$ cat src/pktq_regs.svh
// register offsets, field positions, reset values and counts of the packet queue block
`ifndef PKTQ_REGS_SVH
`define PKTQ_REGS_SVH

`define OFS_COMMAND      6'h00
`define OFS_GEN_MODE     6'h01
`define OFS_RX_MODE      6'h02
`define OFS_ERR_FLAGS    6'h03
`define OFS_QUEUE_DATA   6'h04
`define OFS_QUEUE_LEVEL  6'h05
`define OFS_LEN_LOW      6'h06
`define OFS_LEN_HIGH     6'h07
`define OFS_CRC_HI       6'h08
`define OFS_CRC_LO       6'h09
`define OFS_CRC_DATA     6'h0A
`define OFS_RESP_ADDR    6'h0B
`define OFS_RESP_DATA    6'h0C

`define CMD_IDLE         4'h0
`define CMD_AUTO_ANTICOL 4'hD

`define BIT_RX_ENABLE    0
`define BIT_RX_CONT      2
`define BIT_CRC_MSB      3
`define BIT_OVERFLOW     4
`define BIT_FLUSH        7

`define RST_GEN_MODE     8'h00
`define RST_RX_MODE      8'h00
`define RST_LEN_LOW      8'h00
`define RST_LEN_HIGH     8'h00

`define CRC_PRESET_0     16'h0000
`define CRC_PRESET_1     16'h6363
`define CRC_PRESET_2     16'hA671
`define CRC_PRESET_3     16'hFFFF
`define CRC_POLY_MSB     16'h1021
`define CRC_POLY_LSB     16'h8408

`define POLL_CMD_CODE    8'h00
`define SYSCODE_WILD     8'hFF
`define SYSCODE_POS_HI   5'd17
`define SYSCODE_POS_LO   5'd18
`define LEN_UNIT_SHIFT   2
`define LEN_MAX_DEFAULT  9'h100
`define SLOT_CYCLES_DEF  32'd64

`endif

$ cat src/pktq_pkg.sv
// types shared by the packet queue block
package pktq_pkg;
    typedef enum logic [1:0] {RX_IDLE, RX_DATA, RX_DROP} rx_state_e;
    typedef enum logic [1:0] {TX_IDLE, TX_WAIT, TX_SEND} tx_state_e;
endpackage

$ cat src/nfc_receive_packet_fifo_crc.sv
// receive packet path: shared byte queue, length window, auto polling answer, checksum
`timescale 1ns/1ps
`default_nettype none
`include "pktq_regs.svh"
module nfc_receive_packet_fifo_crc import pktq_pkg::*; #(
    parameter int DEPTH = 64,          // queue entries
    parameter int RESP_BYTES = 20,     // polling answer store
    parameter int SLOT_CYCLES = `SLOT_CYCLES_DEF // cycles per timeslot
) (
    input wire logic CORE_CLK,         // 25 MHz core clock
    input wire logic SRST,             // synchronous reset
    input wire logic [5:0] ADDR,       // register index
    input wire logic [7:0] WDATA,      // write data
    input wire logic WR,               // write strobe
    input wire logic RD,               // read strobe
    output logic [7:0] RDATA,          // read data, cycle after RD
    input wire logic RX_VALID,         // decoded byte pulse
    input wire logic [7:0] RX_BYTE,    // decoded byte
    input wire logic RX_END,           // end of packet pulse
    input wire logic [3:0] RX_ERR,     // packet errors, valid with RX_END
    output logic TX_VALID,             // answer byte valid
    output logic [7:0] TX_BYTE,        // answer byte
    output logic TX_LAST,              // last answer byte
    input wire logic TX_READY,         // encoder takes byte
    output logic AUTO_ACTIVE           // auto polling running
);
    localparam int AW = $clog2(DEPTH);
    localparam int RW = $clog2(RESP_BYTES);

    logic [7:0] mem [DEPTH];
    logic [7:0] resp [RESP_BYTES];
    logic [AW:0] wr_q, rd_q, pkt_start_q;
    logic [AW:0] level;
    logic full, empty;
    logic ovf_q;
    logic [3:0] err_q;
    logic [7:0] mode_q, rxmode_q, lenlo_q, lenhi_q, rdata_q;
    logic [RW-1:0] raddr_q;
    logic auto_q, rx_on_q;
    rx_state_e rx_q;
    tx_state_e tx_q;
    logic [2:0] idx_q;
    logic [7:0] cmd_q, sch_q, scl_q, tsn_q, lfsr_q, slot_q, txi_q;
    logic [15:0] slot_cnt_q;
    logic [15:0] crc;
    logic [8:0] len_min, len_max;
    logic len_ok, poll_end, match, valid_end;
    logic wr_host, rd_host, flush, rx_wr, q_wr, drop_wr;
    logic [7:0] q_wdata;

    // register strobes decoded from the index
    assign wr_host = WR && ADDR == `OFS_QUEUE_DATA;
    assign rd_host = RD && ADDR == `OFS_QUEUE_DATA;
    assign flush = WR && ADDR == `OFS_QUEUE_LEVEL && WDATA[`BIT_FLUSH];

    assign level = wr_q - rd_q;
    assign full = level == (AW + 1)'(DEPTH);
    assign empty = level == '0;

    // lower bound four bytes per step
    // upper bound, zero field means 256
    assign len_min = {1'b0, lenlo_q[5:0], 2'b00};
    assign len_max = lenhi_q[5:0] == 6'd0 ? `LEN_MAX_DEFAULT : {1'b0, lenhi_q[5:0], 2'b00};
    assign len_ok = {1'b0, RX_BYTE} >= len_min && {1'b0, RX_BYTE} < len_max;

    // FF in the received code is a wildcard
    assign match = (sch_q == `SYSCODE_WILD || sch_q == resp[`SYSCODE_POS_HI])
                && (scl_q == `SYSCODE_WILD || scl_q == resp[`SYSCODE_POS_LO]);
    assign valid_end = rx_q == RX_DATA && RX_END && RX_ERR == 4'h0;
    assign poll_end = valid_end && auto_q && cmd_q == `POLL_CMD_CODE;

    // receiver owns the write port; host writes in the same cycle lose
    assign rx_wr = (rx_q == RX_DATA && (RX_VALID || RX_END)) || (rx_q == RX_IDLE && RX_VALID
                   && rx_on_q && len_ok);
    assign q_wr = rx_wr || wr_host;
    assign drop_wr = q_wr && full;
    // status byte written on packet end
    assign q_wdata = !rx_wr ? WDATA : (rx_q == RX_DATA && RX_END) ? {3'b000, ovf_q, RX_ERR}
                     : RX_BYTE;

    // queue storage; full queue discards the byte
    always_ff @(posedge CORE_CLK) begin
        if (q_wr && !full) begin
            mem[wr_q[AW-1:0]] <= q_wdata;
        end
    end

    // flush resets pointers
    // error-free polling packets taken while auto polling runs are rolled back so they never reach software
    always_ff @(posedge CORE_CLK) begin
        if (SRST || flush) begin
            wr_q <= '0;
        end else if (poll_end) begin
            wr_q <= pkt_start_q;
        end else if (q_wr && !full) begin
            wr_q <= wr_q + 1'b1;
        end
    end

    // read returns current entry then moves on
    always_ff @(posedge CORE_CLK) begin
        if (SRST || flush) begin
            rd_q <= '0;
        end else if (rd_host && !empty) begin
            rd_q <= rd_q + 1'b1;
        end
    end

    always_ff @(posedge CORE_CLK) begin
        if (SRST) begin
            ovf_q <= 1'b0;
        end else if (drop_wr) begin
            ovf_q <= 1'b1;
        end else if (flush) begin
            ovf_q <= 1'b0;
        end
    end

    // packet error flags latched per accepted packet
    always_ff @(posedge CORE_CLK) begin
        if (SRST) begin
            err_q <= 4'h0;
        end else if (rx_q == RX_DATA && RX_END) begin
            err_q <= RX_ERR;
        end
    end

    // configuration registers
    always_ff @(posedge CORE_CLK) begin
        if (SRST) begin
            mode_q <= `RST_GEN_MODE;
            lenlo_q <= `RST_LEN_LOW;
            lenhi_q <= `RST_LEN_HIGH;
            raddr_q <= '0;
        end else if (WR) begin
            case (ADDR)
                `OFS_GEN_MODE: mode_q <= WDATA;
                `OFS_LEN_LOW: lenlo_q <= WDATA;
                `OFS_LEN_HIGH: lenhi_q <= WDATA;
                `OFS_RESP_ADDR: raddr_q <= WDATA[RW-1:0];
                `OFS_RESP_DATA: raddr_q <= raddr_q + 1'b1;
                default: ;
            endcase
        end
    end

    // answer bytes loaded by the host, address auto-increments
    always_ff @(posedge CORE_CLK) begin
        if (WR && ADDR == `OFS_RESP_DATA) begin
            resp[raddr_q] <= WDATA;
        end
    end

    // receiver stays armed in continuous mode
    always_ff @(posedge CORE_CLK) begin
        if (SRST) begin
            rxmode_q <= `RST_RX_MODE;
            rx_on_q <= 1'b0;
        end else if (WR && ADDR == `OFS_RX_MODE) begin
            rxmode_q <= WDATA;
            rx_on_q <= WDATA[`BIT_RX_ENABLE];
        end else if (WR && ADDR == `OFS_COMMAND && WDATA[3:0] == `CMD_AUTO_ANTICOL) begin
            rx_on_q <= 1'b1;
        end else if (rx_q == RX_DATA && RX_END && !rxmode_q[`BIT_RX_CONT] && !poll_end) begin
            rx_on_q <= 1'b0;
        end
    end

    // rejected length drops the packet yet keeps listening
    always_ff @(posedge CORE_CLK) begin
        if (SRST) begin
            rx_q <= RX_IDLE;
        end else begin
            case (rx_q)
                RX_IDLE: if (RX_VALID && rx_on_q) begin
                    rx_q <= len_ok ? RX_DATA : RX_DROP;
                end
                RX_DATA: if (RX_END) begin
                    rx_q <= RX_IDLE;
                end
                RX_DROP: if (RX_END) begin
                    rx_q <= RX_IDLE;
                end
                default: rx_q <= RX_IDLE;
            endcase
        end
    end

    // capture command fields: code, code hi, code lo and slot limit; length and request bytes are skipped
    always_ff @(posedge CORE_CLK) begin
        if (SRST) begin
            idx_q <= 3'd0;
            cmd_q <= 8'h00;
            sch_q <= 8'h00;
            scl_q <= 8'h00;
            tsn_q <= 8'h00;
            pkt_start_q <= '0;
        end else if (rx_q == RX_IDLE && RX_VALID) begin
            idx_q <= 3'd1;
            pkt_start_q <= wr_q;
        end else if (rx_q == RX_DATA && RX_VALID) begin
            idx_q <= idx_q == 3'd7 ? idx_q : idx_q + 1'b1;
            case (idx_q)
                3'd1: cmd_q <= RX_BYTE;
                3'd2: sch_q <= RX_BYTE;
                3'd3: scl_q <= RX_BYTE;
                3'd5: tsn_q <= RX_BYTE;
                default: ;
            endcase
        end
    end

    // auto polling only via the command
    // a valid other command ends it
    always_ff @(posedge CORE_CLK) begin
        if (SRST) begin
            auto_q <= 1'b0;
        end else if (WR && ADDR == `OFS_COMMAND) begin
            auto_q <= WDATA[3:0] == `CMD_AUTO_ANTICOL;
        end else if (valid_end && auto_q && cmd_q != `POLL_CMD_CODE) begin
            auto_q <= 1'b0;
        end
    end
    assign AUTO_ACTIVE = auto_q;

    // free-running pseudo-random source for slot choice
    always_ff @(posedge CORE_CLK) begin
        if (SRST) begin
            lfsr_q <= 8'hA5;
        end else begin
            lfsr_q <= {lfsr_q[6:0], lfsr_q[7] ^ lfsr_q[5] ^ lfsr_q[4] ^ lfsr_q[3]};
        end
    end

    // no answer without a code match
    always_ff @(posedge CORE_CLK) begin
        if (SRST) begin
            tx_q <= TX_IDLE;
            slot_q <= 8'h00;
            slot_cnt_q <= 16'h0000;
            txi_q <= 8'h00;
        end else begin
            case (tx_q)
                TX_IDLE: if (poll_end && match) begin
                    tx_q <= TX_WAIT;
                    slot_q <= 8'((9'(lfsr_q)) % (9'(tsn_q) + 9'd1));
                    slot_cnt_q <= 16'h0000;
                    txi_q <= 8'h00;
                end
                TX_WAIT: if (slot_q == 8'h00) begin
                    tx_q <= TX_SEND;
                end else if (slot_cnt_q == 16'(SLOT_CYCLES - 1)) begin
                    slot_cnt_q <= 16'h0000;
                    slot_q <= slot_q - 1'b1;
                end else begin
                    slot_cnt_q <= slot_cnt_q + 1'b1;
                end
                TX_SEND: if (TX_READY) begin
                    txi_q <= txi_q + 1'b1;
                    if (TX_LAST) begin
                        tx_q <= TX_IDLE;
                    end
                end
                default: tx_q <= TX_IDLE;
            endcase
        end
    end

    // answer length comes from its own length byte, clipped to the store
    assign TX_VALID = tx_q == TX_SEND;
    assign TX_BYTE = resp[RW'(txi_q)];
    assign TX_LAST = txi_q + 8'd1 >= resp[0] || txi_q == 8'(RESP_BYTES - 1);

    // checksum engine: mode write reloads the preset, data writes feed it
    checksum_unit u_crc (
        .clk(CORE_CLK),
        .rst(SRST),
        .preset_sel(WR && ADDR == `OFS_GEN_MODE ? WDATA[1:0] : mode_q[1:0]),
        .msb_first(mode_q[`BIT_CRC_MSB]),
        .load(WR && ADDR == `OFS_GEN_MODE),
        .feed(WR && ADDR == `OFS_CRC_DATA),
        .din(WDATA),
        .crc(crc)
    );

    // read data registered; only valid the cycle after RD
    always_ff @(posedge CORE_CLK) begin
        if (SRST) begin
            rdata_q <= 8'h00;
        end else if (RD) begin
            case (ADDR)
                `OFS_COMMAND: rdata_q <= {4'h0, auto_q ? `CMD_AUTO_ANTICOL : `CMD_IDLE};
                `OFS_GEN_MODE: rdata_q <= mode_q;
                `OFS_RX_MODE: rdata_q <= rxmode_q;
                `OFS_ERR_FLAGS: rdata_q <= {3'b000, ovf_q, err_q};
                `OFS_QUEUE_DATA: rdata_q <= mem[rd_q[AW-1:0]];
                `OFS_QUEUE_LEVEL: rdata_q <= 8'(level);
                `OFS_LEN_LOW: rdata_q <= lenlo_q;
                `OFS_LEN_HIGH: rdata_q <= lenhi_q;
                `OFS_CRC_HI: rdata_q <= crc[15:8];
                `OFS_CRC_LO: rdata_q <= crc[7:0];
                default: rdata_q <= 8'h00;
            endcase
        end else begin
            rdata_q <= 8'h00;
        end
    end
    assign RDATA = rdata_q;
endmodule
`default_nettype wire

$ cat src/checksum_unit.sv
// 16-bit checksum engine with selectable preset and bit order
`timescale 1ns/1ps
`default_nettype none
`include "pktq_regs.svh"
module checksum_unit import pktq_pkg::*; (
    input wire logic clk,             // core clock
    input wire logic rst,             // synchronous reset
    input wire logic [1:0] preset_sel, // preset choice
    input wire logic msb_first,       // high bit leading
    input wire logic load,            // reload preset
    input wire logic feed,            // one data byte
    input wire logic [7:0] din,       // data byte
    output logic [15:0] crc           // running result
);
    logic [15:0] crc_q;
    logic [15:0] preset;

    // one byte of the polynomial division, either bit order
    function automatic logic [15:0] step(input logic [15:0] c, input logic [7:0] d,
                                          input logic msb);
        logic [15:0] r;
        logic fb;
        r = c;
        for (int i = 0; i < 8; i++) begin
            if (msb) begin
                fb = r[15] ^ d[7 - i];
                r = {r[14:0], 1'b0} ^ (fb ? `CRC_POLY_MSB : 16'h0000);
            end else begin
                fb = r[0] ^ d[i];
                r = {1'b0, r[15:1]} ^ (fb ? `CRC_POLY_LSB : 16'h0000);
            end
        end
        return r;
    endfunction

    always_comb begin
        case (preset_sel)
            2'd0: preset = `CRC_PRESET_0;
            2'd1: preset = `CRC_PRESET_1;
            2'd2: preset = `CRC_PRESET_2;
            default: preset = `CRC_PRESET_3;
        endcase
    end

    always_ff @(posedge clk) begin
        if (rst) begin
            crc_q <= `CRC_PRESET_0;
        end else if (load) begin
            crc_q <= preset;
        end else if (feed) begin
            crc_q <= step(crc_q, din, msb_first);
        end
    end
    assign crc = crc_q;
endmodule
`default_nettype wire

$ cat config.mk
export PLATFORM = sky130hd
export DESIGN_NAME = nfc_receive_packet_fifo_crc
export DESIGN_NICKNAME = d
export VERILOG_FILES = /design/src/pktq_pkg.sv /design/src/nfc_receive_packet_fifo_crc.sv /design/src/checksum_unit.sv
export VERILOG_INCLUDE_DIRS = /design/src
export SDC_FILE = /design/constraint.sdc
export NUM_CORES = 1
export LEC_CHECK = 0
export BUFFER_PORTS_ARGS = -buffer_cell sky130_fd_sc_hd__buf_2
export CORE_ASPECT_RATIO = 1.5
export CORE_MARGIN = 5
export CORE_UTILIZATION = 50
export CTS_CLUSTER_DIAMETER = 120
export DETAILED_ROUTE_END_ITERATION = 6
export GPL_TIMING_DRIVEN = 0
export PLACE_DENSITY = 0.7
export SYNTH_ARGS = -nofsm -noshare
export SYNTH_HDL_FRONTEND = slang
export SYNTH_SLANG_ARGS = --single-unit
$ cat constraint.sdc
create_clock -name CORE_CLK -period 15.65 [get_ports CORE_CLK]
set_clock_uncertainty 0.1 [all_clocks]
set_input_delay 2.3475 -clock CORE_CLK [delete_from_list [all_inputs] [get_ports CORE_CLK]]
set_output_delay 2.3475 -clock CORE_CLK [all_outputs]
set_load 0.02 [all_outputs]
==> impl_results.md, run 1 <==
* WHS Path Cells at 2
* Met1 Use GR at approximately 28%
* CTS Sinks at approximately 850
* FF-to-FF Start: tsn_q[0]
* Most used DFF post-synth: edfxtp_1
* Full die area at about 0.081 sq mm
* Clk slew on worst S/H paths at 0.07 ns
* Sw power at 3.698 mW
* R2R depth at 58
* IO buf count at 50
* Final net count at 2867
* TritonCTS clock tree: yes
* Area growth, synth to finish at 12.32%
* Syn nets at 2723
* H-tree levels at 3
* Number of global-route vias before repair at 23983
* EDFF count, synth at about 670
* Worst EP required at 16.03 ns
* Cts hold-fix bufs at 0
* Worst path slowest cell: dfxtp_2
* FFs w/ async S/R, synth at 0%
* Met2 global-route usage at 42.55%
* Tcrit/Tclk final at 93.52%
* 1st-iter DRT viols at 2265
* Worst Tran Pin Value at 1.380 ns
* Synth warn at 0
* Power share of the clock group at between 20 and 25%
* Kind of critical path: reg -> reg
* Sw frac at approximately two fifths
* DR vias/cell at between 6 and 7
* Min-delay src: pkt_start_q[3]
* Delay of the slowest critical-path stage at roughly 0.53 ns
* Startpoint Class: register
* Failing checks: DRC
* Final min period at ~15 ns
* Register area share after synthesis at 63.00%
* CP startpoint: tsn_q[0]
* Reg power frac at 26.4%
* GR peak layer: met2
* Syn avg cell area at 14.51 sq um
* Max-slew violation count at 0
* Chip width at 234.3 microns
* Fraction of layout cells with a size suffix above 1 at 17.59%
* Final setup vio count at 0
* Crit path max fanout at 13
* Crit path arrival time at 15.02 ns
* Total global routing overflow at 0
* Reg-to-reg endpoint: slot_q[0]
* Status: finished, violations left
* Max VDD drop at 623.2 uV
* Worst setup EP type: register
* Internal power at approximately 5.7 mW
* I/O pin count at 52
* FMAX at 68.33 MHz
* Power per cell area at 221.3 mW/mm^2
* Rows at between 100 and 150
* Detail Route Antenna Nets at 0
* First-pass GRT wire length at 147500 microns
* Routed WL per cell at 25.91 microns
* Combinational Power Share at 51.8%
* Fin. Hold Viols at 0
* Mapped Area at 0.03772 sq mm
* Final core utilization at a little under three fifths
* TritonCTS buffer count at 81
* Synth Register Bits at about 850
* Clock buffer depth at 3
* Worst Hold Class: reg -> reg
* Routability Congestion at ~0.93
* Mapped Cells at around 2600
* HPWL after DPL at 69930 microns
* Fin Setup TNS at 0 ns
* Drt pass-1 iters at 7
* Root Buffer: clkbuf_16
* Number of distinct library cells after synthesis at 82
* Hold Path Sink: pkt_start_q[3]
* Chip Height at 346.4 microns
* Slack of the worst reg-to-reg path at 1.01 ns
* Crit path top cell by count: ha_1
* Clock Latency Late Sink at 0.65 ns
* Max Cap Viol at 0
* Initial Util at 50.33%
* CORE AREA at 0.07495 sq mm
* Grt met3 use at 5.048%
* Residual DRC at 4
* Largest net degree at the start of global routing at 45
* LEAKAGE at 13.57 nW
* Initial antenna violation count at 7
* Detailed-route via count at 23462
* Relative slew slack at under 10%
* GRT Total Usage at about a quarter
* DRT Wirelength at slightly below 100000 microns
[logic make-up (layout without fill, tap and decap cells)]
group | after synthesis | in the layout | synth area share (%)
AO/OA/AOI/OAI | 365 | 365 | 6.030
XOR/XNOR | 133 | 133 | 3.088
adder cells (fa/ha/maj) | 91 | 91 | 3.058
buffers and inverters | 193 | 403 | 2.020
flip-flops | 851 | 851 | 63.00
multiplexers | 262 | 262 | 14.25
other | 0 | 1 | 0
AND/OR/NAND/NOR | 704 | 704 | 8.561
[synthesized netlist by cell type (59+ instances only)]
cell | count | area [sq um]
edfxtp_1 | 672 | 20180
nor2_1 | 234 | 878.3
nand2_1 | 219 | 822.0
mux4_2 | 217 | 4887
dfxtp_1 | 179 | 3583
a21oi_1 | 151 | 755.7
clkbuf_1 | 95 | 356.6
ha_1 | 89 | 1114
nand3_1 | 82 | 410.4
xor2_1 | 70 | 613.1
xnor2_1 | 63 | 551.8
inv_1 | 61 | 229.0
o21ai_0 | 59 | 295.3
[cells in the final DEF (no fill, tap or decap), types with 7 or more instances in the layout]
cell	n
and3_1	17
a21o_1	14
o211ai_1	9
nor2_1	234
mux2i_1	19
clkbuf_1	104
buf_2	71
nor3_1	28
clkbuf_8	7
clkinv_2	8
o21ai_4	9
buf_1	13
edfxtp_1	672
bufinv_16	10
ha_1	89
a211oi_1	11
nand3_1	82
and2_1	8
xnor2_1	63
o21a_1	18
mux2_2	25
nor2b_1	9
o21ai_0	50
a22oi_1	18
dfxtp_1	178
or2_2	9
nand3b_1	9
inv_1	61
nor4_1	10
mux4_2	217
clkinv_1	16
nand2_1	219
or3_1	10
a21oi_1	151
xor2_1	69
clkbuf_16	84
nand2b_1	17
nand4_1	23
a31oi_1	16
[layer usage]
layer	routed length, microns	vias to the layer above
li1	-	10265
met1	34330	11828
met2	50990	1068
met3	7495	291
met4	5826	10
met5	61	-
[power by group through the flow]
stage               clock (mW)  sequential, mW  combinational (mW)
floorplan                    0            2.53                3.73
global placement             0            2.55                4.55
detailed placement           0            2.53                4.70
CTS                       2.06            2.48                4.74
global route              2.16            2.48                5.38
finish                    2.04            2.48                4.86
[flip-flops by register name, summed over array words and instances (netlist names), 8 cells and up, named ones only]
signal      flops
mem           512
resp          160
slot_cnt_q     16
u_crc.crc      16
RDATA           8
cmd_q           8
lenhi_q         8
lenlo_q         8
lfsr_q          8
mode_q          8
rxmode_q        8
sch_q           8
scl_q           8
slot_q          8
tsn_q           8
txi_q           8
[layout make-up]
cell class	instances	area (sq um)
timing repair buffer	62	495.5
multi-input combinational	1555	13320
clock buffer	103	2243
antenna	1	2.502
sequential	851	23760
fill	5824	32580
tap	1000	1251
inverter	62	232.7
buffer	130	528.0
clock inverter	46	533.0
[per-stage QoR]
stage	area, sq um	instances	worst slack, ns	total power [mW]	hold slack (ns)
3_5_place_dp	39540	3659	-0.5588	7.228	0.3451
2_1_floorplan	37720	2599	2.516	6.266	0.3249
5_1_grt	42370	3809	-0.002165	10.01	0.3693
6_report	42370	3810	1.014	9.377	0.3582
3_3_place_gp	39220	3649	-0.08015	7.095	0.3363
4_1_cts	42330	3808	0.003240	9.279	0.3532
[how the worst max path moves through the flow]
stage                      to  slack, ns
floorplan           slot_q[7]       2.52
global placement    slot_q[0]      -0.08
detailed placement  slot_q[0]      -0.56
CTS                 slot_q[0]      0.003
global route        slot_q[0]     -0.002
finish              slot_q[0]       1.01
[critical path, delay by kind of cell, from the launching register on]
| kind | cells | cell delay [ns] |
|---|---|---|
| AOI/OAI and AO/OA | 23 | 4.88 |
| and+or+nand+nor | 14 | 2.59 |
| buffers and inverters | 5 | 1.04 |
| muxes | 6 | 2.16 |
| xor gates and xnor gates | 1 | 0.23 |
| DFF | 1 | 0.53 |
| adders and majority gates | 9 | 2.94 |
[timing repair]
item                       4_1_cts  5_1_grt
resized for setup                3        9
setup endpoints to repair        8        8
pin swaps                        0        1
gates cloned                     0        0
buffers inserted                 0        2
No activity file was read; power rests on OpenSTA's default activity.
==> run 2: changes to the inputs <==
--- a/config.mk
+++ b/config.mk
@@ -7,13 +7,15 @@
 export NUM_CORES = 1
 export LEC_CHECK = 0
 export BUFFER_PORTS_ARGS = -buffer_cell sky130_fd_sc_hd__buf_2
+export CELL_PAD_IN_SITES_DETAIL_PLACEMENT = 1
+export CELL_PAD_IN_SITES_GLOBAL_PLACEMENT = 2
 export CORE_ASPECT_RATIO = 1.5
 export CORE_MARGIN = 5
-export CORE_UTILIZATION = 50
+export CORE_UTILIZATION = 47
 export CTS_CLUSTER_DIAMETER = 120
 export DETAILED_ROUTE_END_ITERATION = 6
 export GPL_TIMING_DRIVEN = 0
-export PLACE_DENSITY = 0.7
+export PLACE_DENSITY = 0.84
 export SYNTH_ARGS = -nofsm -noshare
 export SYNTH_HDL_FRONTEND = slang
 export SYNTH_SLANG_ARGS = --single-unit
==> run 2 against run 1 <==
Net effect:
- the run now ends clean
- critical path type unchanged
- sequential power barely moved
- routed wire length rose by 13%
- global-route usage rose by 1.8 points
- clock power rose by 2%
- via count rose by 0.58%
- non-clock buffer count did not move
- flip-flop and latch count did not move
- fmax fell by 0.13%
- critical endpoint unchanged
==> impl_results.md, run 2 (synthesized netlist as in run 1, its figures left out) <==
* Status: finished clean
* Full die area at 0.08614 sq mm (+6.1%)
* CP startpoint: tsn_q[0]
* Final net count at 2868 (+0.035%)
* Power per cell area at 226.6 mW/mm^2 (+2.4%)
* Worst Tran Pin Value at 1.326 ns (-0.05435 ns)
* Relative slew slack at 10.82% (+2.8 points)
* Area growth, synth to finish at 12.61%
* Min Hold Slack at 0.3589 ns (+0.0006730 ns)
* Post-route setup slack at 0.9958 ns (-0.01863 ns)
* Power share of the clock group at 21.8% (about the same)
* Pre-CTS setup slack at -1.159 ns (-0.6002 ns)
* DRT Wirelength at 111800 microns (+13%)
* Crit path max fanout at 13 (unchanged)
* Initial Util at 47.29% (-3.0 points)
* Max-slew violation count at 0 (unchanged)
* Detailed-route via count at 23599 (+0.58%)
* Sw frac at 40.71% (+1.3 points)
* TritonCTS buffer count at 82 (+1.2%)
* Drt pass-1 iters at 5 (-2)
* Number of global-route vias before repair at 25342 (+5.7%)
* Max reg flops at 512 (unchanged)
* GRT Total Usage at 25.89% (+1.8 points)
* Clk slew on worst S/H paths at 0.06 ns (about the same)
* Worst EP required at 16.03 ns (about the same)
* FILL cells at 7648 (+31%)
* Chip width at 241.3 microns (+3.0%)
* DR vias/cell at 6.136 (-0.36%)
* Combinational Power Share at 52.5% (+0.7 points)
* Tcrit/Tclk final at 93.64% (+0.12 points)
* LEAKAGE at 13.62 nW (+0.38%)
* FMAX at 68.24 MHz (-0.13%)
* Kind of critical path: reg -> reg
* Root Buffer: clkbuf_16
* CTS Sinks at 851 (unchanged)
* Crit path top cell by count: ha_1
* Commonest non-fill, non-tap cell in the layout: edfxtp_1
* Chip Height at 357.0 microns (+3.0%)
* Max Used Layer: met5
* DR WL met2 at 58930 microns (+16%)
* Startpoint Class: register
* I/O pin count at 52 (unchanged)
* Met3 WL at 6474 microns (-14%)
* Largest net degree at the start of global routing at 41 (-8.9%)
* 1st-iter DRT viols at 2036 (-10%)
* Sw power at 3.919 mW (+6.0%)
* Final core utilization at 53.25% (-3.3 points)
* Clock Latency Late Sink at 0.66 ns (about the same)
* Rows at 127 (+3.3%)
* Initial antenna violation count at 4 (-3)
* Fraction of layout cells with a size suffix above 1 at 18.14% (+0.55 points)
* Delay of the slowest critical-path stage at 0.53 ns (about the same)
* H-tree levels at 3 (unchanged)
* Detail Route Antenna Nets at 0 (unchanged)
* Residual DRC at 0 (-4)
* Reg power frac at 25.8% (-0.6 points)
* Total global routing overflow at 0 (unchanged)
* CORE AREA at 0.07977 sq mm (+6.4%)
* Max Cap Viol at 0 (unchanged)
* Max VDD drop at 582.1 uV (-6.6%)
* Worst Hold Class: reg -> reg
* Final setup vio count at 0 (unchanged)
* RSZ-0062 raised after global routing: no
* Routed WL per cell at 29.06 microns (+12%)
* HPWL after DPL at 79820 microns (+14%)
* Internal power at 5.707 mW (+0.50%)
* IO buf count at 50 (unchanged)
* Crit path arrival time at 15.04 ns (+0.02 ns)
* Worst path slowest cell: dfxtp_2
* Routability Congestion at 0.8747 (-6.3%)
* First-pass GRT wire length at 165500 microns (+12%)
* Met1 Wirelength at 38880 microns (+13%)
* Most frequent cells in the layout: edfxtp_1, nor2_1, nand2_1
* Worst setup EP type: register
* WHS Path Cells at 2 (unchanged)
* R2R depth at 57 (-1.7%)
* TritonCTS clock tree: yes
* FF-to-FF Start: tsn_q[0]
* Final min period at 14.65 ns (+0.01863 ns)
* Min-delay src: pkt_start_q[3]
* Total power draw at 9.626 mW (+2.7%)
* Fin. Hold Viols at 0 (unchanged)
* Clock buffer depth at 3 (unchanged)
## run 2: cell count changes in the layout (fill, tap and decap cells not counted), sizes merged
| cell | change |
|---|---|
| bufinv | +2 |
| inv | +4 |
| diode | +1 |
| clkbuf | -2 |
| clkinvlp | -1 |
## run 2: per-layer routing
| metal | global-route usage (%) | up-vias |
|---|---|---|
| met1 | 29.04 | 12132 |
| met4 | 14.27 | 4 |
| met3 | 4.234 | 308 |
| met5 | 0 | - |
| li1 | - | 10269 |
| met2 | 46.63 | 886 |
## run 2: power by group through the flow
stage               clock network (mW)  logic (mW)  registers (mW)
floorplan                            0        3.73            2.53
global placement                     0        4.72            2.55
detailed placement                   0        4.88            2.53
CTS                               2.13        5.05            2.48
global route                      2.23        5.70            2.48
finish                            2.09        5.05            2.48
## run 2: critical path: cells and delay by family (launching register included)
kind / cells / cell delay [ns]
AO/OA/AOI/OAI: 24 / 5.36
adder cells (fa/ha/maj): 9 / 2.89
AND/OR/NAND/NOR: 12 / 2.18
multiplexers: 6 / 2.08
buffers and inverters: 5 / 1.13
flip-flops: 1 / 0.53
XOR/XNOR: 1 / 0.22
## run 2: path summary, 6_finish.rpt
kind | end | slack [ns]
setup / recovery | slot_q[0] | 1.0
hold / removal | pkt_start_q[3] | 0.36
setup reg to reg | slot_q[0] | 1.0
hold reg to reg | pkt_start_q[3] | 0.36
## run 2: per-stage QoR
| stage | TNS (ns) | instances | area, sq um |
|---|---|---|---|
| 3_3_place_gp | -3.610 | 3681 | 39260 |
| 3_5_place_dp | -7.701 | 3691 | 39590 |
| 4_1_cts | 0 | 3843 | 42450 |
| 2_1_floorplan | 0 | 2599 | 37720 |
| 5_1_grt | 0 | 3844 | 42470 |
| 6_report | 0 | 3846 | 42480 |
## run 2: repair_timing
action / CTS / global route
hold buffers: 0 / 0
resized for setup: 6 / 7
setup endpoints to repair: 8 / 8
buffers inserted: 0 / 1
pin swaps: 0 / 1
gates cloned: 0 / 0
## run 2: cell type report
| type | instances | area (sq um) | area share [%] |
|---|---|---|---|
| Antenna cell | 2 | 5.005 | 0.01178 |
| Buffer | 130 | 528.0 | 1.243 |
| Clock buffer | 101 | 2193 | 5.163 |
| Clock inverter | 51 | 636.9 | 1.499 |
| Inverter | 62 | 232.7 | 0.5478 |
| Multi-Input combinational cell | 1555 | 13330 | 31.37 |
| Sequential cell | 851 | 23760 | 55.94 |
| Tap cell | 1032 | 1291 | 3.040 |
| Timing Repair Buffer | 62 | 503.0 | 1.184 |
==> run 3: changes to the inputs <==
--- a/config.mk
+++ b/config.mk
@@ -11,11 +11,11 @@
 export CELL_PAD_IN_SITES_GLOBAL_PLACEMENT = 2
 export CORE_ASPECT_RATIO = 1.5
 export CORE_MARGIN = 5
-export CORE_UTILIZATION = 47
+export CORE_UTILIZATION = 50
 export CTS_CLUSTER_DIAMETER = 120
 export DETAILED_ROUTE_END_ITERATION = 6
 export GPL_TIMING_DRIVEN = 0
-export PLACE_DENSITY = 0.84
+export PLACE_DENSITY = 0.89
 export SYNTH_ARGS = -nofsm -noshare
 export SYNTH_HDL_FRONTEND = slang
 export SYNTH_SLANG_ARGS = --single-unit
==> constraint.sdc (replaced) <==
create_clock -name CORE_CLK -period 17.4 [get_ports CORE_CLK]
set_clock_uncertainty 0.1 [all_clocks]
set_input_delay 2.61 -clock CORE_CLK [delete_from_list [all_inputs] [get_ports CORE_CLK]]
set_output_delay 2.61 -clock CORE_CLK [all_outputs]
set_load 0.02 [all_outputs]
==> run 3 against run 2 <==
Net effect:
- cell count fell by 0.91%
- global-route usage is 1.8 points higher
- worst hold slack got worse by 0.0025 ns
- worst setup slack gained 0.48 ns
- design area is 0.62% lower
- critical endpoint unchanged
==> impl_results.md, run 3 (synthesized netlist as in run 1, its figures left out) <==
* Commonest non-fill, non-tap cell in the layout: edfxtp_1
* Max VDD drop at 575.0 uV (-1.2%)
* CTS Sinks at 851 (unchanged)
* TritonCTS buffer count at 81 (-1.2%)
* Final net count at 2866 (-0.070%)
* Number of global-route vias before repair at 25485 (+0.56%)
* Final core utilization at 56.33% (+3.1 points)
* Worst path slowest cell: dfxtp_1
* TritonCTS clock tree: yes
* Final Instance Area at 0.04222 sq mm (-0.62%)
* Clock Latency Late Sink at 0.66 ns (about the same)
* Most frequent cells in the layout: edfxtp_1, nor2_1, nand2_1
* First-pass GRT wire length at 166400 microns (+0.50%)
* Detail Route Antenna Nets at 0 (unchanged)
* Area growth, synth to finish at 11.91%
* Tcrit/Tclk final at 91.52% (-2.1 points)
* R2R depth at 60 (+5.3%)
* Total power draw at 8.473 mW (-12%)
* Min Hold Slack at 0.3564 ns (-0.002527 ns)
* Delay of the slowest critical-path stage at 0.72 ns (+0.19 ns)
* Final min period at 15.92 ns (+1.270 ns)
* WHS Path Cells at 2 (unchanged)
* Worst Tran Pin Value at 1.351 ns (+0.02589 ns)
* Root Buffer: clkbuf_16
* Fin. Hold Viols at 0 (unchanged)
* Final setup vio count at 0 (unchanged)
* Area of the multi-input gates at 0.01330 sq mm (-0.19%)
* Routed WL per cell at 29.48 microns (+1.4%)
* Power per cell area at 200.7 mW/mm^2 (-11%)
* GRT Total Usage at 27.68% (+1.8 points)
* Routability Congestion at 0.9064 (+3.6%)
* Max reg flops at 512 (unchanged)
* Startpoint Class: register
* IO buf count at 50 (unchanged)
* Initial antenna violation count at 3 (-1)
* Detailed-route via count at 23727 (+0.54%)
* Clock buffer depth at 3 (unchanged)
* Residual DRC at 0 (unchanged)
* Initial Util at 50.33% (+3.0 points)
* CORE AREA at 0.07495 sq mm (-6.0%)
* Full die area at 0.08115 sq mm (-5.8%)
* Kind of critical path: reg -> reg
* FMAX at 62.80 MHz (-8.0%)
* FILL cells at 7216 (-5.6%)
* DRT Wirelength at 112400 microns (+0.52%)
* Worst EP required at 17.79 ns (+1.76 ns)
* Max-slew violation count at 0 (unchanged)
* Worst Hold Class: reg -> reg
* Worst setup EP type: register
* Fraction of layout cells with a size suffix above 1 at 17.54% (-0.59 points)
* Relative slew slack at 9.905% (-0.91 points)
* DR vias/cell at 6.226 (+1.5%)
* Register area at 0.02376 sq mm (about the same)
* Status: finished clean
* Dpl cell area at 0.03952 sq mm (-0.18%)
* Crit path max fanout at 13 (unchanged)
* I/O pin count at 52 (unchanged)
* Clk slew on worst S/H paths at 0.07 ns (about the same)
* Chip width at 234.3 microns (-2.9%)
* Fin Setup TNS at 0 ns (unchanged)
* Crit path arrival time at 16.32 ns (+1.28 ns)
* 1st-iter DRT viols at 2175 (+6.8%)
* RSZ-0062 raised after global routing: no
* Crit path top cell by count: ha_1
* Rows at 123 (-3.1%)
* HPWL after DPL at 79530 microns (-0.37%)
* Largest net degree at the start of global routing at 41 (unchanged)
* Max Cap Viol at 0 (unchanged)
* Drt pass-1 iters at 5 (unchanged)
* LEAKAGE at 13.51 nW (-0.83%)
* H-tree levels at 3 (unchanged)
* Cts hold-fix bufs at 0 (unchanged)
* Total global routing overflow at 0 (unchanged)
* Chip Height at 346.4 microns (-3.0%)
run 3: report_power, final:
part / switching [mW] / internal, mW / total (mW)
Combinational: 2.65 / 1.78 / 4.43
Clock: 0.806 / 1.00 / 1.81
Sequential: 0.00680 / 2.22 / 2.23
run 3: critical path: cells and delay by family (launching register included):
kind | cells | cell delay, ns
AO/OA/AOI/OAI | 24 | 5.59
XOR/XNOR | 1 | 0.53
adder cells (fa/ha/maj) | 9 | 2.96
buffers and inverters | 6 | 1.73
flip-flops | 1 | 0.72
multiplexers | 5 | 1.79
AND/OR/NAND/NOR | 15 | 2.36
run 3: final timing paths:
kind,slack (ns),start,end
worst max register to register,1.48,tsn_q[0],slot_q[0]
worst min register to register,0.36,mode_q[7],mode_q[7]
worst max-delay path,1.48,tsn_q[0],slot_q[0]
worst min-delay path,0.36,mode_q[7],mode_q[7]
run 3: cell type report:
cell class	instances	area share [%]
Timing Repair Buffer	60	1.085
Sequential cell	851	56.29
Clock inverter	61	1.363
Clock buffer	90	4.982
Buffer	131	1.254
Tap cell	1000	2.964
Antenna cell	1	0.005928
Multi-Input combinational cell	1555	31.51
Inverter	62	0.5513
run 3: per-stage QoR:
stage                     std cells  setup slack (ns)
after floorplan                2599             4.266
after global placement         3649             1.189
final                          3811             1.476
after CTS                      3810            0.6456
after detailed placement       3659            0.6811
after global routing           3810           0.03902
run 3: metal layers:
metal	wire, microns	global-route usage (%)	vias up
met5	44	0	-
met4	7254	14.97	6
met3	6554	4.049	293
met2	60620	50.64	933
met1	37890	30.63	12239
li1	-	-	10256
run 3: timing repair:
action	4_1_cts	5_1_grt
resized for setup	0	3
setup buffers	0	0
setup endpoints to repair	0	8
